<file path="src/common/afc_pkg.sv">
// Constants and helpers shared by the ASCII frame checksum node
package afc_pkg;

  // ----------------------------------------------------------------
  // Clock and link timing
  // ----------------------------------------------------------------
  localparam int unsigned CLK_HZ = 200_000_000;
  localparam int unsigned MAX_BPS = 115_200;
  // Shortest bit allowed, rounded up to whole cycles
  localparam int unsigned MIN_BIT_CYC_I = (CLK_HZ + MAX_BPS - 1) / MAX_BPS;
  localparam logic [15:0] MIN_BIT_CYC = MIN_BIT_CYC_I[15:0];
  localparam logic [3:0] CHAR_BITS = 4'hA;  // Start, eight data, stop
  localparam logic [3:0] DATA_BITS = 4'h8;

  // ----------------------------------------------------------------
  // Character codes and framing
  // ----------------------------------------------------------------
  localparam logic [7:0] CHR_CR = 8'h0D;
  localparam logic [7:0] PRINT_LO = 8'h20;
  localparam logic [7:0] PRINT_HI = 8'h7E;
  localparam logic [7:0] CHR_ZERO = 8'h30;
  localparam logic [7:0] CHR_NINE = 8'h39;
  localparam logic [7:0] CHR_A_UP = 8'h41;
  localparam logic [7:0] CHR_F_UP = 8'h46;
  localparam logic [7:0] HEX_ALPHA_OFS = 8'h37;
  localparam logic [3:0] NIB_TEN = 4'hA;
  localparam int unsigned CKSUM_CHARS = 2;
  localparam int unsigned ADDR_CHARS = 2;

  // Transmit phases of a response frame
  typedef enum logic [1:0] {TP_BODY, TP_CKH, TP_CKL, TP_CR} afc_tx_phase_t;

  // Receive bit engine states
  typedef enum logic [1:0] {RX_IDLE, RX_START, RX_BITS, RX_STOP} afc_rx_state_t;

  // ----------------------------------------------------------------
  // Hex helpers
  // ----------------------------------------------------------------
  function automatic logic [7:0] nib_to_hex(input logic [3:0] n);
    nib_to_hex = (n < NIB_TEN) ? (CHR_ZERO + {4'h0, n}) : (HEX_ALPHA_OFS + {4'h0, n});
  endfunction : nib_to_hex

  // Returns {valid, nibble}; only upper-case digits are valid
  function automatic logic [4:0] hex_to_nib(input logic [7:0] c);
    logic [7:0] t;
    t = 8'h00;
    if (c >= CHR_ZERO && c <= CHR_NINE) begin
      t = c - CHR_ZERO;
      hex_to_nib = {1'b1, t[3:0]};
    end else if (c >= CHR_A_UP && c <= CHR_F_UP) begin
      t = c - HEX_ALPHA_OFS;
      hex_to_nib = {1'b1, t[3:0]};
    end else begin
      hex_to_nib = 5'h00;
    end
  endfunction : hex_to_nib

endpackage : afc_pkg

</file>
<file path="src/core/afc_fifo.sv">
// Small flip-flop FIFO with valid/ready on both sides
`timescale 1ns/10ps
`default_nettype none
module afc_fifo #(
  parameter int unsigned WIDTH = 9,
  parameter int unsigned DEPTH = 4
) (
  // Clock and reset
  input wire logic sys_clk,
  input wire logic reset,
  // Fill side
  input wire logic in_valid,
  output logic in_ready,
  input wire logic [WIDTH-1:0] in_data,
  // Drain side
  output logic out_valid,
  input wire logic out_ready,
  output logic [WIDTH-1:0] out_data
);

  localparam int unsigned AW = (DEPTH > 1) ? $clog2(DEPTH) : 1;
  localparam int unsigned CW = $clog2(DEPTH + 1);
  localparam logic [CW-1:0] FULL_CNT = DEPTH[CW-1:0];
  localparam logic [AW-1:0] LAST_IDX = AW'(DEPTH - 1);

  logic [WIDTH-1:0] mem_q [DEPTH];
  logic [AW-1:0] wr_q;
  logic [AW-1:0] rd_q;
  logic [CW-1:0] cnt_q;
  logic [CW-1:0] cnt_d;
  logic in_ready_q;
  wire push = in_valid && in_ready;
  wire pop = out_valid && out_ready;

  // Occupancy after this edge; ready is registered from it so it leaves a flop
  assign cnt_d = (push && !pop) ? cnt_q + 1'b1 : (pop && !push) ? cnt_q - 1'b1 : cnt_q;
  assign in_ready = in_ready_q;
  assign out_valid = (cnt_q != '0);
  assign out_data = mem_q[rd_q];

  // Pointers wrap explicitly so any depth works, not just powers of two
  always_ff @(posedge sys_clk or posedge reset) begin
    if (reset) begin
      wr_q <= '0;
      rd_q <= '0;
      cnt_q <= '0;
      in_ready_q <= 1'b1;
    end else begin
      if (push) wr_q <= (wr_q == LAST_IDX) ? '0 : wr_q + 1'b1;
      if (pop) rd_q <= (rd_q == LAST_IDX) ? '0 : rd_q + 1'b1;
      cnt_q <= cnt_d;
      in_ready_q <= (cnt_d != FULL_CNT);
    end
  end

  // Storage has no reset; valid masks stale entries
  always_ff @(posedge sys_clk) begin
    if (push) mem_q[wr_q] <= in_data;
  end

endmodule : afc_fifo
`default_nettype wire

</file>
<file path="src/core/afc_frame_node.sv">
// Serial frame receiver, checker and response framer of a bus node
`timescale 1ns/10ps
`default_nettype none
// What this block does
// - Only printable characters plus the closing carriage return form valid traffic.
// - With checksum on, two checksum characters precede the return; otherwise none.
// - Checksum is the byte sum of prefix, address, command and data, modulo 256.
// - Two-digit hex address selects one of 256 nodes; only own address answers.
// - Shared-pair driver is enabled only while a response is being sent.
// - Bit rate is limited to at most 115.2 kbit/s both ways.
// - Supervisory watchdog resets the node when its own system stops kicking.
// - User-set host timer drives outputs to a safe state when the host fails.
module afc_frame_node #(
  parameter int unsigned BUF_DEPTH = 16,
  parameter int unsigned FIFO_DEPTH = 4,
  parameter logic [31:0] WDOG_CYCLES = 32'h001E_8480,
  parameter logic [15:0] MIN_DIV = afc_pkg::MIN_BIT_CYC  // Rate floor in cycles per bit
) (
  // Clock and reset
  input wire logic sys_clk,
  input wire logic reset,
  // Configuration
  input wire logic [7:0] node_addr,
  input wire logic cksum_en,
  input wire logic [7:0] frame_prefix_char,
  input wire logic [15:0] bit_div,
  input wire logic [31:0] host_tmo,
  // Shared serial pair
  input wire logic line_rx,
  output logic line_tx,
  output logic line_tx_oe_n,
  // Supervision
  input wire logic sys_kick,
  output logic wdog_reset,
  output logic host_safe,
  // Accepted command
  output logic cmd_ok,
  output logic [7:0] cmd_len,
  output logic [BUF_DEPTH*8-1:0] cmd_body,
  // Response characters
  input wire logic resp_valid,
  input wire logic [7:0] resp_data,
  input wire logic resp_last,
  output logic resp_ready
);

  // ----------------------------------------------------------------
  // Bit timing
  // ----------------------------------------------------------------
  // rate clamp
  wire [15:0] eff_div = (bit_div < MIN_DIV) ? MIN_DIV : bit_div;
  wire [15:0] half_div = {1'b0, eff_div[15:1]};
  logic srst_q;  // Watchdog pulse doubles as a soft reset of the link logic

  // ----------------------------------------------------------------
  // Receive bit engine, 8N1
  // ----------------------------------------------------------------
  afc_pkg::afc_rx_state_t rx_st_q;
  logic [15:0] rx_cnt_q;
  logic [3:0] rx_bit_q;
  logic [7:0] rx_sh_q;
  logic rx_stb_q;
  wire rx_tick = (rx_cnt_q == '0);

  // Start is rechecked at mid-bit so a glitch does not open a character
  always_ff @(posedge sys_clk or posedge reset) begin
    if (reset) begin
      rx_st_q <= afc_pkg::RX_IDLE;
      rx_cnt_q <= '0;
      rx_bit_q <= '0;
      rx_sh_q <= '0;
      rx_stb_q <= 1'b0;
    end else begin
      rx_stb_q <= 1'b0;
      if (!rx_tick) rx_cnt_q <= rx_cnt_q - 1'b1;
      if (srst_q) begin
        rx_st_q <= afc_pkg::RX_IDLE;
      end else begin
        unique case (rx_st_q)
          afc_pkg::RX_IDLE: if (!line_rx) begin
            rx_st_q <= afc_pkg::RX_START;
            rx_cnt_q <= half_div;
          end
          afc_pkg::RX_START: if (rx_tick) begin
            rx_st_q <= line_rx ? afc_pkg::RX_IDLE : afc_pkg::RX_BITS;
            rx_cnt_q <= eff_div - 16'h1;  // Tick on the count of zero, so one less
            rx_bit_q <= '0;
          end
          afc_pkg::RX_BITS: if (rx_tick) begin
            rx_sh_q <= {line_rx, rx_sh_q[7:1]};
            rx_bit_q <= rx_bit_q + 1'b1;
            rx_cnt_q <= eff_div - 16'h1;
            if (rx_bit_q == afc_pkg::DATA_BITS - 4'h1) rx_st_q <= afc_pkg::RX_STOP;
          end
          afc_pkg::RX_STOP: if (rx_tick) begin
            rx_st_q <= afc_pkg::RX_IDLE;
            rx_stb_q <= line_rx;  // Framing error drops the character
          end
        endcase
      end
    end
  end

  // ----------------------------------------------------------------
  // Frame parser and checker
  // ----------------------------------------------------------------
  logic fr_act_q;
  logic [7:0] fr_len_q;
  logic [7:0] fr_sum_q;
  logic [7:0] p1_q;
  logic [7:0] p2_q;
  logic [7:0] buf_q [BUF_DEPTH];
  logic cmd_ok_q;
  logic [7:0] cmd_len_q;
  logic [BUF_DEPTH*8-1:0] cmd_body_q;

  localparam logic [7:0] BUF_MAX = BUF_DEPTH[7:0];
  localparam logic [7:0] CK_N = afc_pkg::CKSUM_CHARS[7:0];
  localparam logic [7:0] AD_N = afc_pkg::ADDR_CHARS[7:0];

  wire rx_print = (rx_sh_q >= afc_pkg::PRINT_LO) && (rx_sh_q <= afc_pkg::PRINT_HI);
  wire rx_is_pfx = (rx_sh_q == frame_prefix_char);
  wire rx_is_cr = (rx_sh_q == afc_pkg::CHR_CR);
  // sum of prefix to data, checksum chars taken back out
  wire [7:0] sum_body = cksum_en ? (fr_sum_q - p1_q - p2_q) : fr_sum_q;
  wire [7:0] body_len = cksum_en ? (fr_len_q - CK_N) : fr_len_q;
  wire [4:0] ck_hi = afc_pkg::hex_to_nib(p2_q);
  wire [4:0] ck_lo = afc_pkg::hex_to_nib(p1_q);
  wire [4:0] ad_hi = afc_pkg::hex_to_nib(buf_q[0]);
  wire [4:0] ad_lo = afc_pkg::hex_to_nib(buf_q[1]);
  wire ck_ok = !cksum_en || (ck_hi[4] && ck_lo[4] && {ck_hi[3:0], ck_lo[3:0]} == sum_body);
  wire ad_ok = ad_hi[4] && ad_lo[4] && ({ad_hi[3:0], ad_lo[3:0]} == node_addr);
  wire len_ok = (fr_len_q >= AD_N + (cksum_en ? CK_N : 8'h00));
  wire fr_end = rx_stb_q && fr_act_q && rx_is_cr;
  wire fr_good = fr_end && len_ok && ck_ok && ad_ok;
  wire fr_store = rx_stb_q && fr_act_q && !rx_is_pfx && !rx_is_cr && rx_print
                  && (fr_len_q != BUF_MAX);

  // prefix always opens a frame, bad characters abandon it
  always_ff @(posedge sys_clk or posedge reset) begin
    if (reset) begin
      fr_act_q <= 1'b0;
      fr_len_q <= '0;
      fr_sum_q <= '0;
      p1_q <= '0;
      p2_q <= '0;
    end else if (srst_q) begin
      fr_act_q <= 1'b0;
    end else if (rx_stb_q) begin
      if (rx_is_pfx) begin
        fr_act_q <= 1'b1;
        fr_len_q <= '0;
        fr_sum_q <= rx_sh_q;
      end else if (fr_store) begin
        fr_len_q <= fr_len_q + 1'b1;
        fr_sum_q <= fr_sum_q + rx_sh_q;
        p1_q <= rx_sh_q;
        p2_q <= p1_q;
      end else begin
        fr_act_q <= 1'b0;
      end
    end
  end

  // Character store, one slot per entry
  for (genvar i = 0; i < BUF_DEPTH; i++) begin : g_buf
    always_ff @(posedge sys_clk) begin
      if (fr_store && fr_len_q == 8'(i)) buf_q[i] <= rx_sh_q;
    end
  end

  // only frames that pass every check are handed on
  always_ff @(posedge sys_clk or posedge reset) begin
    if (reset) begin
      cmd_ok_q <= 1'b0;
      cmd_len_q <= '0;
      cmd_body_q <= '0;
    end else begin
      cmd_ok_q <= fr_good;
      if (fr_good) begin
        cmd_len_q <= body_len;
        for (int k = 0; k < BUF_DEPTH; k++) cmd_body_q[k*8 +: 8] <= buf_q[k];
      end
    end
  end

  // ----------------------------------------------------------------
  // Supervisory watchdog and host timer
  // ----------------------------------------------------------------
  logic [31:0] wd_cnt_q;
  logic [31:0] host_cnt_q;
  logic safe_q;
  wire wd_fire = (wd_cnt_q == WDOG_CYCLES - 32'h1) && !sys_kick;
  wire host_fire = (host_tmo != '0) && (host_cnt_q == host_tmo - 32'h1) && !fr_good;

  always_ff @(posedge sys_clk or posedge reset) begin
    if (reset) begin
      wd_cnt_q <= '0;
      srst_q <= 1'b0;
    end else begin
      srst_q <= wd_fire;
      wd_cnt_q <= (sys_kick || wd_fire) ? '0 : wd_cnt_q + 32'h1;
    end
  end

  // safe state on host silence; a same-cycle frame wins over expiry
  always_ff @(posedge sys_clk or posedge reset) begin
    if (reset) begin
      host_cnt_q <= '0;
      safe_q <= 1'b0;
    end else begin
      host_cnt_q <= (fr_good || host_fire || host_tmo == '0) ? '0 : host_cnt_q + 32'h1;
      if (host_fire) safe_q <= 1'b1;
      else if (fr_good) safe_q <= 1'b0;
    end
  end

  // ----------------------------------------------------------------
  // Response path: FIFO, framer and bit engine
  // ----------------------------------------------------------------
  wire fo_valid;
  wire [8:0] fo_data;
  afc_pkg::afc_tx_phase_t tp_q;
  logic [9:0] tx_sh_q;
  logic [3:0] tx_left_q;
  logic [15:0] tx_cnt_q;
  logic [7:0] tx_sum_q;
  logic oe_n_q;
  logic tx_open_q;  // A response is under way and its return not yet loaded
  wire tx_idle = (tx_left_q == '0);
  wire tx_pop = tx_idle && (tp_q == afc_pkg::TP_BODY) && fo_valid && !srst_q;
  wire tx_load = tx_idle && !srst_q && ((tp_q != afc_pkg::TP_BODY) || fo_valid);
  wire [7:0] sum_next = tx_sum_q + fo_data[7:0];

  // checksum digits high first, then return
  logic [7:0] tx_chr;
  assign tx_chr = (tp_q == afc_pkg::TP_BODY) ? fo_data[7:0] :
                  (tp_q == afc_pkg::TP_CKH) ? afc_pkg::nib_to_hex(tx_sum_q[7:4]) :
                  (tp_q == afc_pkg::TP_CKL) ? afc_pkg::nib_to_hex(tx_sum_q[3:0]) :
                  afc_pkg::CHR_CR;

  afc_fifo #(.WIDTH(9), .DEPTH(FIFO_DEPTH)) u_resp_fifo (
    .sys_clk(sys_clk),
    .reset(reset),
    .in_valid(resp_valid),
    .in_ready(resp_ready),
    .in_data({resp_last, resp_data}),
    .out_valid(fo_valid),
    .out_ready(tx_pop),
    .out_data(fo_data)
  );

  // phase order; checksum phases only when enabled
  always_ff @(posedge sys_clk or posedge reset) begin
    if (reset) begin
      tp_q <= afc_pkg::TP_BODY;
      tx_sum_q <= '0;
      tx_open_q <= 1'b0;
    end else if (srst_q) begin
      tp_q <= afc_pkg::TP_BODY;
      tx_sum_q <= '0;
      tx_open_q <= 1'b0;
    end else if (tx_load) begin
      tx_open_q <= (tp_q != afc_pkg::TP_CR);
      unique case (tp_q)
        afc_pkg::TP_BODY: begin
          tx_sum_q <= sum_next;
          if (fo_data[8]) tp_q <= cksum_en ? afc_pkg::TP_CKH : afc_pkg::TP_CR;
        end
        afc_pkg::TP_CKH: tp_q <= afc_pkg::TP_CKL;
        afc_pkg::TP_CKL: tp_q <= afc_pkg::TP_CR;
        afc_pkg::TP_CR: begin
          tp_q <= afc_pkg::TP_BODY;
          tx_sum_q <= '0;
        end
      endcase
    end
  end

  // Shifter idles high so the line bit is a plain flop
  always_ff @(posedge sys_clk or posedge reset) begin
    if (reset) begin
      tx_sh_q <= '1;
      tx_left_q <= '0;
      tx_cnt_q <= '0;
    end else if (srst_q) begin
      tx_sh_q <= '1;
      tx_left_q <= '0;
    end else if (tx_load) begin
      tx_sh_q <= {1'b1, tx_chr, 1'b0};
      tx_left_q <= afc_pkg::CHAR_BITS;
      tx_cnt_q <= eff_div - 16'h1;
    end else if (!tx_idle) begin
      if (tx_cnt_q == '0) begin
        tx_sh_q <= {1'b1, tx_sh_q[9:1]};
        tx_left_q <= tx_left_q - 1'b1;
        tx_cnt_q <= eff_div - 16'h1;
      end else begin
        tx_cnt_q <= tx_cnt_q - 1'b1;
      end
    end
  end

  // driver held from first start bit until the return's stop bit ends
  // Held across gaps between body characters, so a slow caller never drops the pair mid-frame
  wire tx_last_shift = (tx_left_q == 4'h1) && (tx_cnt_q == '0);
  wire drive_next = !srst_q && (tx_load || tx_open_q || (!tx_idle && !tx_last_shift));
  always_ff @(posedge sys_clk or posedge reset) begin
    if (reset) oe_n_q <= 1'b1;
    else oe_n_q <= !drive_next;
  end

  // Outputs, each from a flop
  assign line_tx = tx_sh_q[0];
  assign line_tx_oe_n = oe_n_q;
  assign wdog_reset = srst_q;
  assign host_safe = safe_q;
  assign cmd_ok = cmd_ok_q;
  assign cmd_len = cmd_len_q;
  assign cmd_body = cmd_body_q;
endmodule : afc_frame_node
`default_nettype wire

</file>
<file path="config.mk">
export PLATFORM = sky130hd
export DESIGN_NAME = afc_frame_node
export DESIGN_NICKNAME = d
export VERILOG_FILES = /design/src/common/afc_pkg.sv /design/src/core/afc_fifo.sv /design/src/core/afc_frame_node.sv
export SDC_FILE = /design/constraint.sdc
export NUM_CORES = 1
export LEC_CHECK = 0
export BUFFER_PORTS_ARGS = -buffer_cell sky130_fd_sc_hd__clkbuf_2
export CORE_MARGIN = 3
export CORE_UTILIZATION = 54
export DETAILED_ROUTE_END_ITERATION = 6
export GPL_TIMING_DRIVEN = 0
export MAX_ROUTING_LAYER = met4
export PLACE_DENSITY = 0.76
export SYNTH_ARGS = -nofsm -noshare
export SYNTH_HDL_FRONTEND = slang
export SYNTH_SLANG_ARGS = --single-unit
</file>
<file path="constraint.sdc">
create_clock -name sys_clk -period 9.8 [get_ports sys_clk]
set_input_delay 1.96 -clock sys_clk [delete_from_list [all_inputs] [get_ports sys_clk]]
set_output_delay 1.96 -clock sys_clk [all_outputs]
set_load 0.005 [all_outputs]
</file>
==> results.yml <==
logic_synthesis:
  synth_area_um2: 23620
  synth-edff-count: 164
  ys_seq_area_share_pct: 54.38
  synth_compound_area_share_pct: 8.638
  synth_mux_area_share_pct: 8.527
  synth_fp_nets: 2191
  synth_xor_area_share_pct: 6.186
  synth_adder_area_share_pct: 4.926
  synthTopCellsByArea: "dfrtp_1, edfxtp_1, ha_1, mux2_1, mux2_2"
  ys.warnings.count: 0
  yosys.area_share.simple_pct: 14.21
  yosysMostFrequentCell: "dfrtp_1"
  synth.distinct_cells: 84
  synth_area_leader_cell: "dfrtp_1"
  synthFlopType: "dfrtp_1"
  synthArstFlopShare_pct: 65.83
  ys_top_cells_by_count: "dfrtp_1, edfxtp_1, nor2_1, nand2_1, o21ai_0"
  postSynthCellCount: 2026
  synth_top_family_by_area: "simple AND/OR/NAND/NOR gates"
  yosys.area.top_type_share_pct: 32.31
  syn_area_per_cell_um2: 11.66
  ys_seq_elements: 480
sta:
  rsz0062_at_grt: "no"
  tns_ns: 0
  hold_violations: 0
  slew_viol_final: 0
  max_freq_mhz: 208.8
  finalSetupViolations: 0
  worst_pin_slew_ns: 1.332
  min_period_ns: 4.789
  setup_slack_ns: 5.011
  post-route-period-util_pct: 48.86
  clock_skew_ns: 0.03282
  slew_headroom_pct: 11.23
job:
  maxCapViolCount: 0
global_route:
  grt_max_degree: 44
  overflow: 0
  antenna_found_initial: 0
  grt_pass1_vias: 17020
  grt_usage_pct: 25.18
  grt_first_pass_wirelength_um: 91750
critical_path:
  required_ns: 10.25
  regToRegStartpoint: "p1_q[0]"
  r2r_end: "cmd_len[1]"
  cp_common_cell: "clkbuf_1"
  cp.arrival_ns: 5.24
  critPathCapture: "host_cnt_q[29]"
  ff2ff_setup_slack_ns: 5.02
  worst-setup-path-type: "in -> reg"
  reg2regPathDepth: 16
  end_kind: "flip-flop"
  max_stage_delay_ns: 0.69
  worstSetupStartpoint: "host_tmo[7]"
  critPathLaunchType: "input pin"
  cp_max_fo: 10
  slowest_stage: "nor4_1"
  crit_chain: "clkbuf_1 -> nor4_1 -> nand4_1 -> clkbuf_1 -> o311a_1 -> o31a_1 -> a2111o_1 -> o21ai_4 -> buf_6 -> nor3_1"
floorplan:
  die_w_um: 215.2
  start_util_pct: 54.72
  design.portCount: 221
  rows: 76
  core_um2: 43170
  dieArea_um2: 46290
  die_y_um: 215.2
cts:
  cts-root-buf: "clkbuf_16"
  cts_setup_buffers: 0
  htreeDepth: 2
  clk_pin_slew_ns: 0.06
  clk_latency_ns: 0.60
  cts_tree: "yes"
  cts_sinks: 480
  clockBufferDepth: 3
  postCtsHoldBufs: 0
  cts-buffers-inserted: 50
  cts_resized: 0
layout:
  final_cells: 2930
  drive_gt1_share_pct: 19.10
  area_delta_synth_final_pct: 16.20
  final_area_um2: 27450
  final_nets: 2469
  diodes: 0
run_status:
  status: "complete, no violations"
power_and_ir_drop:
  leakage_nw: 11.99
  vdd_drop_max_uv: 207.0
  p_per_area_nw_per_um2: 191.8
routing:
  met2_length_um: 26780
  drtIter0Drc: 1235
  wl_met3_um: 3151
  vias: 17030
  drt-met1-wl_um: 25110
  wirelength_um: 56480
  vias_per_cell: 5.811
  wl_per_cell_um: 19.28
  dr.pass1.iters: 6
  top_layer: "met4"
  ant_nets: 0
  drcViolationCount: 0
hold_path:
  holdPathStages: 1
  hold_path_class: "reg -> reg"
placed_design:
  hpwl_um: 39920
  gp_congestion: 0.9176
  dp_slack_ns: 4.512
  dp_cells: 2837
  postPlaceCellArea_um2: 25630
  io_buffers: 217
-- where the power goes --
group	switching, W	internal [W]
registers	0.000128	0.00223
clock network	0.000814	0.00126
logic	0.000479	0.000354
total	0.00142	0.00385
-- flip-flops by register name, indices dropped and copies added (netlist names), 3 cells and up --
| name | flops |
|---|---|
| u_resp_fifo.mem_q | 36 |
| fr_len_q | 8 |
| u_resp_fifo.cnt_q | 3 |
| host_cnt_q | 32 |
| cmd_body | 128 |
| tx_sum_q | 8 |
| rx_bit_q | 4 |
| fr_sum_q | 8 |
| tx_left_q | 4 |
| tx_sh_q | 9 |
| p1_q | 8 |
| tx_cnt_q | 16 |
| p2_q | 8 |
| buf_q | 128 |
| cmd_len | 8 |
| wd_cnt_q | 32 |
| rx_sh_q | 8 |
| rx_cnt_q | 16 |
-- final cells by class --
type	instances	area, um2
inverter	84	319.1
clock buffer	67	1415
sequential	480	12850
fill	3336	15720
multi-input combinational	1391	10050
timing repair buffer	226	1254
buffer	71	425.4
tap	585	732.0
clock inverter	26	409.1
-- cells in the final DEF, fill, tap and decap left out, types with 10 or more instances in the layout --
cell type,n
dfrtp_1,305
clkbuf_2,218
edfxtp_1,164
nor2_1,149
nand2_1,135
o21ai_0,91
xnor2_1,86
inv_1,83
xor2_1,79
ha_1,77
mux2_1,75
nor3_1,74
a21oi_1,73
mux2_2,69
nand3_1,64
clkbuf_1,51
clkbuf_16,50
and3_1,36
nor4_1,31
nand4_1,29
mux2i_1,19
nor2b_1,17
nand2b_1,16
or3_1,14
and2_1,13
o21bai_1,13
a22o_1,12
a22oi_1,12
and4_1,12
or4_1,11
a21o_1,11
dfstp_2,11
a211oi_1,10
clkbuf_8,10
-- critical path: cells and delay by family --
| kind | cells | cell delay, ns |
|---|---|---|
| AO/OA/AOI/OAI | 4 | 1.42 |
| buffers and inverters | 3 | 0.75 |
| AND/OR/NAND/NOR | 3 | 1.09 |
-- stage by stage --
| stage | hold WS, ns | utilization, % | total power (W) |
|---|---|---|---|
| 2_1_floorplan | 0.4390 | - | 0.002987 |
| 4_1_cts | 0.4655 | 63.58 | 0.005298 |
| 3_5_place_dp | 0.4478 | 59.36 | 0.003220 |
| 6_report | 0.4613 | 63.58 | 0.005265 |
| 3_3_place_gp | 0.4421 | 58.94 | 0.003170 |
| 5_1_grt | 0.4740 | 63.58 | 0.005524 |
-- cell families (layout without fill, tap and decap cells) --
family / Yosys count / count (layout)
flip-flops: 480 / 480
XOR/XNOR: 166 / 166
AO/OA/AOI/OAI: 314 / 314
multiplexers: 172 / 172
buffers and inverters: 155 / 474
adder cells (fa/ha/maj): 88 / 88
AND/OR/NAND/NOR: 651 / 651
-- layer usage --
| metal | global-route usage (%) | up-vias |
|---|---|---|
| li1 | - | 7922 |
| met1 | 34.34 | 8447 |
| met2 | 40.07 | 566 |
| met3 | 3.422 | 90 |
| met4 | 7.160 | 0 |
| met5 | - | - |
-- worst min path at each step --
stage,from,end
after floorplan,buf_q[7][15],cmd_body[127]
after global placement,buf_q[1][5],cmd_body[21]
after detailed placement,buf_q[2][6],cmd_body[38]
after CTS,buf_q[3][10],cmd_body[58]
after global routing,buf_q[2][13],cmd_body[45]
final,buf_q[3][0],cmd_body[48]
No activity file was read; power rests on OpenSTA's default activity.
